[config.mk]
export PLATFORM = sky130hd
export DESIGN_NAME = cmpc_top
export DESIGN_NICKNAME = d
export VERILOG_FILES = /design/src/cmpc_pkg.sv /design/src/cmpc_evt_if.sv /design/src/cmpc_sync.sv /design/src/cmpc_edge.sv /design/src/cmpc_top.sv
export SDC_FILE = /design/constraint.sdc
export NUM_CORES = 1
export LEC_CHECK = 0
export CAP_MARGIN = 20
export CORE_UTILIZATION = 50
export CTS_CLUSTER_DIAMETER = 80
export DETAILED_ROUTE_END_ITERATION = 6
export DONT_BUFFER_PORTS = 1
export GPL_TIMING_DRIVEN = 0
export PLACE_DENSITY = 0.63
export SYNTH_ARGS = -nofsm -noshare
export SYNTH_HDL_FRONTEND = slang
export SYNTH_SLANG_ARGS = --single-unit
[constraint.sdc]
create_clock -name pclk -period 2.6 [get_ports pclk]
set_input_delay 0.52 -clock pclk [delete_from_list [all_inputs] [get_ports pclk]]
set_output_delay 0.52 -clock pclk [all_outputs]
set_load 0.05 [all_outputs]
[src/cmpc_pkg.sv]
// Package: register map, field layout, reset values and codes of the comparator control logic
// Operation
// - Result high when positive exceeds negative input
// - Result passes synchronizer, lags two cycles
// - Mux enabled, converter off: channel feeds negative
// - Otherwise dedicated negative pin feeds negative input
// - Bandgap select replaces positive pin input
// - Power-off bit writable and effective anytime
// - Mode: 00 toggle, 10 fall, 11 rise
// - Selected transition sets the event flag
// - Flag clears on vector taken or one-write
// - Request while flag, enable and global enable
// - Capture link routes result to timer capture
// - Converter enable gates negative multiplexer use
package cmpc_pkg;

    // ------------------------------------------------------------
    // Register byte addresses
    // ------------------------------------------------------------
    localparam logic [7:0] ADDR_CTRL_STATUS = 8'h00;
    localparam logic [7:0] ADDR_SPECIAL_FN = 8'h04;
    localparam logic [7:0] ADDR_IRQ_STATUS = 8'h08;
    localparam logic [7:0] ADDR_IRQ_MASK = 8'h0c;

    // ------------------------------------------------------------
    // Field positions
    // ------------------------------------------------------------
    localparam int CTRL_POWER_OFF = 7;
    localparam int CTRL_BANDGAP = 6;
    localparam int CTRL_RESULT = 5;
    localparam int CTRL_FLAG = 4;
    localparam int CTRL_IRQ_EN = 3;
    localparam int CTRL_CAP_LINK = 2;
    localparam int CTRL_MODE_HI = 1;
    localparam int CTRL_MODE_LO = 0;
    localparam int SFN_MUX_EN = 3;
    localparam int IRQ_CMP_EVENT = 0;

    // ------------------------------------------------------------
    // Reset values
    // ------------------------------------------------------------
    localparam logic RST_POWER_OFF = 1'b0;
    localparam logic RST_BANDGAP = 1'b0;
    localparam logic RST_FLAG = 1'b0;
    localparam logic RST_IRQ_EN = 1'b0;
    localparam logic RST_CAP_LINK = 1'b0;
    localparam logic [1:0] RST_MODE = 2'h0;
    localparam logic RST_MUX_EN = 1'b0;

    // ------------------------------------------------------------
    // Event modes and bus phases
    // ------------------------------------------------------------
    typedef enum logic [1:0] {
        CMPC_MODE_TOGGLE = 2'h0,
        CMPC_MODE_RSVD = 2'h1,
        CMPC_MODE_FALL = 2'h2,
        CMPC_MODE_RISE = 2'h3
    } cmpc_mode_t;

    typedef enum logic [1:0] {
        CMPC_PH_IDLE = 2'h1,
        CMPC_PH_ACK = 2'h2
    } cmpc_phase_t;

endpackage

[src/cmpc_evt_if.sv]
// Interface: synchronized comparator level, event mode and event hit
`timescale 1ns/1ps
interface cmpc_evt_if;
    logic level;
    logic [1:0] mode;
    logic hit;
    modport det (input level, input mode, output hit);
    modport ctl (input level, input hit, output mode);
endinterface

[src/cmpc_sync.sv]
// Module: multi-stage synchronizer for the raw comparator decision
`timescale 1ns/1ps
module cmpc_sync #(
    parameter int STAGES = 2
) (
    // Clock and reset
    input wire logic pclk,
    input wire logic presetn,
    // Data
    input wire logic d,
    output logic q
);
    typedef struct packed {
        logic [STAGES-1:0] chain;
    } cmpc_sync_st_t;

    cmpc_sync_st_t st_reg;
    cmpc_sync_st_t st_next;

    if (STAGES < 2) begin : g_chk
        $error("cmpc_sync needs at least two stages");
    end

    // First stage feeds only the second one
    always_comb begin
        st_next = st_reg;
        st_next.chain = {st_reg.chain[STAGES-2:0], d};
    end

    always_ff @(posedge pclk or negedge presetn) begin
        if (!presetn) begin
            st_reg <= '0;
        end else begin
            st_reg <= st_next;
        end
    end

    assign q = st_reg.chain[STAGES-1];
endmodule

[src/cmpc_edge.sv]
// Module: edge detector on the synchronized comparator level
`timescale 1ns/1ps
module cmpc_edge (
    // Clock and reset
    input wire logic pclk,
    input wire logic presetn,
    // Event link
    cmpc_evt_if.det evt
);
    typedef struct packed {
        logic prev;
        logic primed;
    } cmpc_edge_st_t;

    cmpc_edge_st_t st_reg;
    cmpc_edge_st_t st_next;
    logic hit_c;

    // Primed bit hides the first sample after reset, so no false edge
    always_comb begin
        st_next = st_reg;
        st_next.prev = evt.level;
        st_next.primed = 1'b1;
        hit_c = 1'b0;
        if (st_reg.primed) begin
            case (evt.mode)
                cmpc_pkg::CMPC_MODE_TOGGLE: hit_c = evt.level ^ st_reg.prev;
                cmpc_pkg::CMPC_MODE_FALL: hit_c = st_reg.prev & ~evt.level;
                cmpc_pkg::CMPC_MODE_RISE: hit_c = ~st_reg.prev & evt.level;
                default: hit_c = 1'b0;
            endcase
        end
    end

    always_ff @(posedge pclk or negedge presetn) begin
        if (!presetn) begin
            st_reg <= '0;
        end else begin
            st_reg <= st_next;
        end
    end

    assign evt.hit = hit_c;
endmodule

[src/cmpc_top.sv]
// Module: comparator control logic with APB register slave
//
// Chosen here: the APB register port and the register offsets.
`timescale 1ns/1ps
module cmpc_top #(
    parameter int CH_W = 3,
    parameter int SYNC_STAGES = 2
) (
    // Clock and reset
    input wire logic pclk,
    input wire logic presetn,
    // APB slave
    input wire logic psel,
    input wire logic penable,
    input wire logic pwrite,
    input wire logic [7:0] paddr,
    input wire logic [31:0] pwdata,
    input wire logic [3:0] pstrb,
    output logic [31:0] prdata,
    output logic pready,
    output logic pslverr,
    // Analog comparator front end
    input wire logic cmp_raw,
    output logic cmp_power_off,
    output logic pos_sel_bandgap,
    output logic neg_use_channel,
    output logic [CH_W-1:0] neg_channel,
    // Converter state
    input wire logic converter_enable,
    input wire logic [CH_W-1:0] channel_select,
    // CPU interrupt handshake
    input wire logic cpu_global_irq_en,
    input wire logic irq_taken,
    output logic cmp_irq,
    // Timer capture front end
    output logic capture_trigger
);
    typedef struct packed {
        cmpc_pkg::cmpc_phase_t phase;
        logic pready;
        logic pslverr;
        logic [31:0] prdata;
        logic power_off;
        logic bandgap;
        logic flag;
        logic irq_en;
        logic cap_link;
        logic [1:0] mode;
        logic mux_en;
        logic irq;
        logic cap_out;
        logic neg_use;
        logic [CH_W-1:0] neg_ch;
    } cmpc_st_t;

    cmpc_st_t st_reg;
    cmpc_st_t st_next;
    logic raw_gated;
    logic access;
    logic handshake;
    logic wr_ctrl;
    logic wr_sfn;
    logic wr_stat;
    logic wr_mask;

    if (CH_W < 1 || CH_W > 8) begin : g_chk
        $error("cmpc_top channel select width must be 1 to 8");
    end

    cmpc_evt_if evt ();

    // ------------------------------------------------------------
    // Synchronizer and edge detector
    // ------------------------------------------------------------
    // A powered-down comparator reads as low; turning it off can
    // therefore produce a falling edge and hence an event.
    assign raw_gated = cmp_raw & ~st_reg.power_off;

    cmpc_sync #(
        .STAGES(SYNC_STAGES)
    ) u_sync (
        .pclk(pclk),
        .presetn(presetn),
        .d(raw_gated),
        .q(evt.level)
    );

    cmpc_edge u_edge (
        .pclk(pclk),
        .presetn(presetn),
        .evt(evt)
    );

    assign evt.mode = st_reg.mode;

    // ------------------------------------------------------------
    // Bus decode
    // ------------------------------------------------------------
    function automatic logic is_mapped(input logic [7:0] a);
        is_mapped = (a == cmpc_pkg::ADDR_CTRL_STATUS) || (a == cmpc_pkg::ADDR_SPECIAL_FN) ||
            (a == cmpc_pkg::ADDR_IRQ_STATUS) || (a == cmpc_pkg::ADDR_IRQ_MASK);
    endfunction

    function automatic logic [31:0] read_word(input logic [7:0] a, input cmpc_st_t s, input logic lvl);
        read_word = 32'h0000_0000;
        case (a)
            cmpc_pkg::ADDR_CTRL_STATUS: begin
                read_word[cmpc_pkg::CTRL_POWER_OFF] = s.power_off;
                read_word[cmpc_pkg::CTRL_BANDGAP] = s.bandgap;
                read_word[cmpc_pkg::CTRL_RESULT] = lvl;
                read_word[cmpc_pkg::CTRL_FLAG] = s.flag;
                read_word[cmpc_pkg::CTRL_IRQ_EN] = s.irq_en;
                read_word[cmpc_pkg::CTRL_CAP_LINK] = s.cap_link;
                read_word[cmpc_pkg::CTRL_MODE_HI] = s.mode[1];
                read_word[cmpc_pkg::CTRL_MODE_LO] = s.mode[0];
            end
            cmpc_pkg::ADDR_SPECIAL_FN: read_word[cmpc_pkg::SFN_MUX_EN] = s.mux_en;
            cmpc_pkg::ADDR_IRQ_STATUS: read_word[cmpc_pkg::IRQ_CMP_EVENT] = s.flag;
            cmpc_pkg::ADDR_IRQ_MASK: read_word[cmpc_pkg::IRQ_CMP_EVENT] = s.irq_en;
            default: read_word = 32'h0000_0000;
        endcase
    endfunction

    assign access = psel & penable;
    assign handshake = access & st_reg.pready;
    // Only byte lane 0 holds register bits; other lanes are ignored
    assign wr_ctrl = handshake & pwrite & pstrb[0] & ~st_reg.pslverr & (paddr == cmpc_pkg::ADDR_CTRL_STATUS);
    assign wr_sfn = handshake & pwrite & pstrb[0] & ~st_reg.pslverr & (paddr == cmpc_pkg::ADDR_SPECIAL_FN);
    assign wr_stat = handshake & pwrite & pstrb[0] & ~st_reg.pslverr & (paddr == cmpc_pkg::ADDR_IRQ_STATUS);
    assign wr_mask = handshake & pwrite & pstrb[0] & ~st_reg.pslverr & (paddr == cmpc_pkg::ADDR_IRQ_MASK);

    // ------------------------------------------------------------
    // Next state
    // ------------------------------------------------------------
    always_comb begin
        st_next = st_reg;
        case (st_reg.phase)
            cmpc_pkg::CMPC_PH_IDLE: begin
                // One wait state gives time to register read data
                if (access) begin
                    st_next.phase = cmpc_pkg::CMPC_PH_ACK;
                    st_next.pready = 1'b1;
                    st_next.pslverr = ~is_mapped(paddr);
                    st_next.prdata = pwrite ? 32'h0000_0000 : read_word(paddr, st_reg, evt.level);
                end
            end
            cmpc_pkg::CMPC_PH_ACK: begin
                st_next.phase = cmpc_pkg::CMPC_PH_IDLE;
                st_next.pready = 1'b0;
                st_next.pslverr = 1'b0;
                st_next.prdata = 32'h0000_0000;
            end
            default: begin
                st_next.phase = cmpc_pkg::CMPC_PH_IDLE;
                st_next.pready = 1'b0;
                st_next.pslverr = 1'b0;
            end
        endcase

        if (wr_ctrl) begin
            st_next.power_off = pwdata[cmpc_pkg::CTRL_POWER_OFF];
            st_next.bandgap = pwdata[cmpc_pkg::CTRL_BANDGAP];
            st_next.irq_en = pwdata[cmpc_pkg::CTRL_IRQ_EN];
            st_next.cap_link = pwdata[cmpc_pkg::CTRL_CAP_LINK];
            st_next.mode = pwdata[cmpc_pkg::CTRL_MODE_HI:cmpc_pkg::CTRL_MODE_LO];
        end
        if (wr_sfn) begin
            st_next.mux_en = pwdata[cmpc_pkg::SFN_MUX_EN];
        end
        if (wr_mask) begin
            st_next.irq_en = pwdata[cmpc_pkg::IRQ_CMP_EVENT];
        end

        // Clear by one-write or by vector taken; a new event wins
        if (irq_taken || (wr_ctrl && pwdata[cmpc_pkg::CTRL_FLAG]) ||
            (wr_stat && pwdata[cmpc_pkg::IRQ_CMP_EVENT])) begin
            st_next.flag = 1'b0;
        end
        if (evt.hit) begin
            st_next.flag = 1'b1;
        end

        st_next.irq = st_next.flag & st_next.irq_en & cpu_global_irq_en;
        st_next.cap_out = st_reg.cap_link & evt.level;
        st_next.neg_use = st_reg.mux_en & ~converter_enable;
        st_next.neg_ch = channel_select;
    end

    always_ff @(posedge pclk or negedge presetn) begin
        if (!presetn) begin
            st_reg.phase <= cmpc_pkg::CMPC_PH_IDLE;
            st_reg.pready <= 1'b0;
            st_reg.pslverr <= 1'b0;
            st_reg.prdata <= 32'h0000_0000;
            st_reg.power_off <= cmpc_pkg::RST_POWER_OFF;
            st_reg.bandgap <= cmpc_pkg::RST_BANDGAP;
            st_reg.flag <= cmpc_pkg::RST_FLAG;
            st_reg.irq_en <= cmpc_pkg::RST_IRQ_EN;
            st_reg.cap_link <= cmpc_pkg::RST_CAP_LINK;
            st_reg.mode <= cmpc_pkg::RST_MODE;
            st_reg.mux_en <= cmpc_pkg::RST_MUX_EN;
            st_reg.irq <= 1'b0;
            st_reg.cap_out <= 1'b0;
            st_reg.neg_use <= 1'b0;
            st_reg.neg_ch <= '0;
        end else begin
            st_reg <= st_next;
        end
    end

    // ------------------------------------------------------------
    // Outputs
    // ------------------------------------------------------------
    assign prdata = st_reg.prdata;
    assign pready = st_reg.pready;
    assign pslverr = st_reg.pslverr;
    assign cmp_power_off = st_reg.power_off;
    assign pos_sel_bandgap = st_reg.bandgap;
    assign neg_use_channel = st_reg.neg_use;
    assign neg_channel = st_reg.neg_ch;
    assign cmp_irq = st_reg.irq;
    assign capture_trigger = st_reg.cap_out;
endmodule

### Yosys cells after proc, flatten, opt, wreduce, memory -nomap -nowiden

Cells that the tools add are included.

| word-level totals | value |
|---|---|
| bits in registers | 54 |
| input bits | 56 |
| logic and storage cells | 74 |

| cells by class | value |
|---|---|
| equal/unequal tests | 8 |
| multiplexer cells | 14 |
| bitwise logic cells | 23 |
| reductions and logical operators | 11 |

Operator list:

| kind | count |
|---|---|
| $pmux W32 S2 | 1 |
| $mux W36 | 1 |
| $and A1 B1 Y1 | 16 |
| $eq A8 B4 Y1 const B | 2 |
| $mux W4 | 3 |
| $eq A8 B3 Y1 const B | 1 |
| $logic_not A8 Y1 | 1 |
| $mux W8 | 1 |
| $eq A2 B2 Y1 const B | 3 |
| $not A1 Y1 | 6 |
| $pmux W1 S3 | 2 |
| $logic_or A1 B1 Y1 | 5 |
| $mux W1 | 4 |
| $eq A2 B1 Y1 const B | 1 |
| $logic_and A1 B1 Y1 | 2 |
| $logic_not A2 Y1 | 1 |
| $mux W2 | 1 |
| $ne A2 B2 Y1 const B | 1 |
| $pmux W1 S2 | 1 |
| $reduce_and A2 Y1 | 1 |
| $reduce_bool A2 Y1 | 1 |
| $xor A1 B1 Y1 | 1 |

### Logic depth before layout (Yosys ltp)

| depth | value |
|---|---|
| word-level depth | 13 |
| mapped depth | 6 |
| mapped depth without buffers | 6 |

### Hierarchy

Synthesis repeated with hierarchy kept, for this count alone.

| unflattened totals | value |
|---|---|
| cells, all modules | 136 |
| area, all modules | 1,534.0 µm² |

By module, submodules not included:

| module | times used | cells an instance | area each (µm²) |
|---|---|---|---|
| cmpc_top | 1 | 122 | 1,358.8 |
| cmpc_edge | 1 | 12 | 125.1 |
| cmpc_sync | 1 | 2 | 50.0 |

### Worst setup path after synthesis

OpenSTA, ideal clock, no wires.

| path | value |
|---|---|
| path kind | input-to-reg |
| start | input port paddr[5] |
| end | register st_reg (netlist bit cmp_power_off) |
| library setup time | 125 ps |
| arrival | 1,667 ps |
| path slack | 808 ps |
| stages | 4 |
| path buffers | 0 |
| cell sequence | or4_4 -> nor3_4 -> nand3_4 -> mux2_2 |

| on the way | value |
|---|---|
| longest elaborated chain between the ends | 2 |

RTL lines:

| item | RTL line | text |
|---|---|---|
| start, declared | cmpc_top.sv:16 | `input wire logic [7:0] paddr,` |
| $logic_not A8 Y1 | cmpc_top.sv:127 | `assign wr_ctrl = handshake & pwrite & pstrb[0] & ~st_reg.pslverr & (paddr == cmpc_pkg::ADDR_CTRL_STATUS);` |
| $and A1 B1 Y1 | cmpc_top.sv:127 |  |
| end signal, assigned | cmpc_top.sv:207 | `st_reg <= st_next;` |
| end, declared | cmpc_top.sv:56 | `cmpc_st_t st_reg;` |

No other way between the ends.
A chain may end at the register's enable or synchronous reset.

==> results.json <==
{
  "fin_skew_ps": 15.8,
  "syn_to_final_growth_pct": 14.2,
  "antenna_found_initial": 0,
  "drt-total-wl_um": 2490,
  "ys_warn_count": 0,
  "die_h_um": 57.0,
  "crit_path_end_kind": "flip-flop",
  "fin_hold_ws_ps": 39.1,
  "fp-row-count": 19,
  "max_cap_violations": 0,
  "multiInputGateArea_um2": 577,
  "period_needed_ps": 1930,
  "utilization_pct": 61.5,
  "slew_viol_final": 0,
  "rsz0062_at_grt": "false",
  "port_buffers": 0,
  "track_usage_pct": 16.3,
  "cts_made_buffers": 5,
  "clkLatencyLatePin_ps": 320,
  "synth_area_leader_cell": "dfrtp_1",
  "finalNonFillerCells": 194,
  "start_kind": "flip-flop",
  "crit_required_ps": 2810,
  "vias_per_cell": 4.88,
  "synthDistinctLibCells": 34,
  "die_area_um2": 3240,
  "cts.clk_slew.worst_paths_ps": 80,
  "hold_viol": 0,
  "post-cts-setup-buffers": 0,
  "die_w_um": 57.0,
  "synth_top_area_share_pct": 46.4,
  "r2r-start": "st_reg[49]",
  "cts_buffer_depth": 2,
  "worstSetupStartpoint": "st_reg[49]",
  "grt_max_degree": 29,
  "ys_seq_elements": 29,
  "grt_pass1_vias": 875,
  "reg2reg_depth": 4,
  "htree_levels": 2,
  "ctsResizeCount": 0,
  "clock.fmax_mhz": 518,
  "period_share_pct": 74.2,
  "setup-tns-final_ps": 0,
  "synth_area_per_cell_um2": 11.6,
  "syn_area_um2": 1510,
  "ir_drop_mv": 0.298,
  "yosysSeqAreaShare_pct": 48.1,
  "antennaDiodeCount": 0,
  "arrival_ps": 2140,
  "ff_latch_area_um2": 727,
  "p_leak_nw": 0.922,
  "first_iter_violations": 45,
  "core-area_um2": 2810,
  "synthArstFlopShare_pct": 100,
  "final_common_cell": "buf_4",
  "grt_pass1_wl_um": 4030,
  "detail-route-antenna-nets": 0,
  "cts_hold_buffers": 1,
  "synth-edff-count": 0,
  "dpl.cell_count": 184,
  "setup_viol": 0,
  "netlist_instances": 130,
  "slew_headroom_pct": 63.7,
  "post-route-cell-area_um2": 1720,
  "fill_cells": 243,
  "nNetsFinal": 220,
  "cts-root-buf": "clkbuf_4",
  "drive_above_1_share_pct": 35.6,
  "place_area_um2": 1640,
  "violations": "DRC",
  "netlist_top_cells_area": "dfrtp_1, buf_4, mux2_2, a22o_1, dfstp_2",
  "place_congestion": 0.778,
  "routedWlPerCell_um": 12.8,
  "vias": 947,
  "outcome": "finished with violations",
  "drc": 15,
  "cts_sinks": 29,
  "synth_top_flop_cell": "dfrtp_1",
  "pwr_density_cell_nw_per_um2": 540,
  "final_cell_mix": "buf_4, dfrtp_1, conb_1",
  "cp_max_fo": 5,
  "dr.pass1.iters": 6,
  "largest_reg_flops": 8,
  "overflow": 0,
  "worst_pin_slew_ps": 545,
  "worstHoldPathType": "in2async",
  "boundaryPins": 98,
  "path_class": "reg2reg",
  "initial_utilization_pct": 53.8,
  "cts_tree": "yes"
}
## worst max-delay path, stage by stage, from the launching register on
cell      delay, ps
dfrtp_1         690
and4b_1         400
nand4b_1        170
a311o_1         400
and3_1          160
## cells by family after synthesis
family / share of synthesized area, %
buffers and inverters: 19.4
AND/OR/NAND/NOR: 14.2
flip-flops: 48.1
AO/OA/AOI/OAI: 8.29
multiplexers: 7.29
adder cells (fa/ha/maj): 1.66
other: 0.497
XOR/XNOR: 0.580
## synth_stat cells (all sizes together), types with 2 or more instances
library cell / n
mux2i: 2
and3: 2
and2: 2
mux2: 8
a21oi: 2
conb: 2
nand4b: 3
dfrtp: 28
buf: 36
nand4: 2
a22o: 6
a32o: 2
ha: 2
nand2: 3
nor2b: 3
nor2: 6
inv: 5
## power breakdown
part	total [mW]	switching [mW]	internal (mW)
Combinational	0.170	0.118	0.0520
Sequential	0.485	0.0217	0.464
Clock	0.275	0.142	0.133
## layout make-up
class | count | share of cell area [%]
timing repair buffer | 2 | 1.74
inverter | 5 | 1.09
buffer | 36 | 15.9
tap | 31 | 2.25
sequential | 29 | 42.2
clock buffer | 8 | 3.41
multi-input combinational | 83 | 33.5
## stage by stage
step / total power [mW] / setup WS (ps)
5_1_grt: 0.973 / 561
4_1_cts: 0.936 / 658
6_report: 0.930 / 670
3_5_place_dp: 0.649 / 673
3_3_place_gp: 0.648 / 679
2_1_floorplan: 0.641 / 808
## layer usage
metal | GRT usage, % | vias to the layer above | share of wire, %
met5 | 0 | - | 0
met1 | 20.6 | 435 | 42
met3 | 6.35 | 5 | 10
met2 | 24.9 | 50 | 46
li1 | - | 457 | -
met4 | 7.32 | 0 | 1.3
## worst paths after layout
path	slack, ps	end
hold reg to reg	360	u_sync.st_reg[1]
min in group pclk	220	neg_channel[0]
hold / removal	40	st_reg[48]
setup / recovery	670	cmp_irq
max in group asynchronous	1790	pos_sel_bandgap
setup reg to reg	670	cmp_irq
Note: power is estimated with default switching activity, not from simulation.
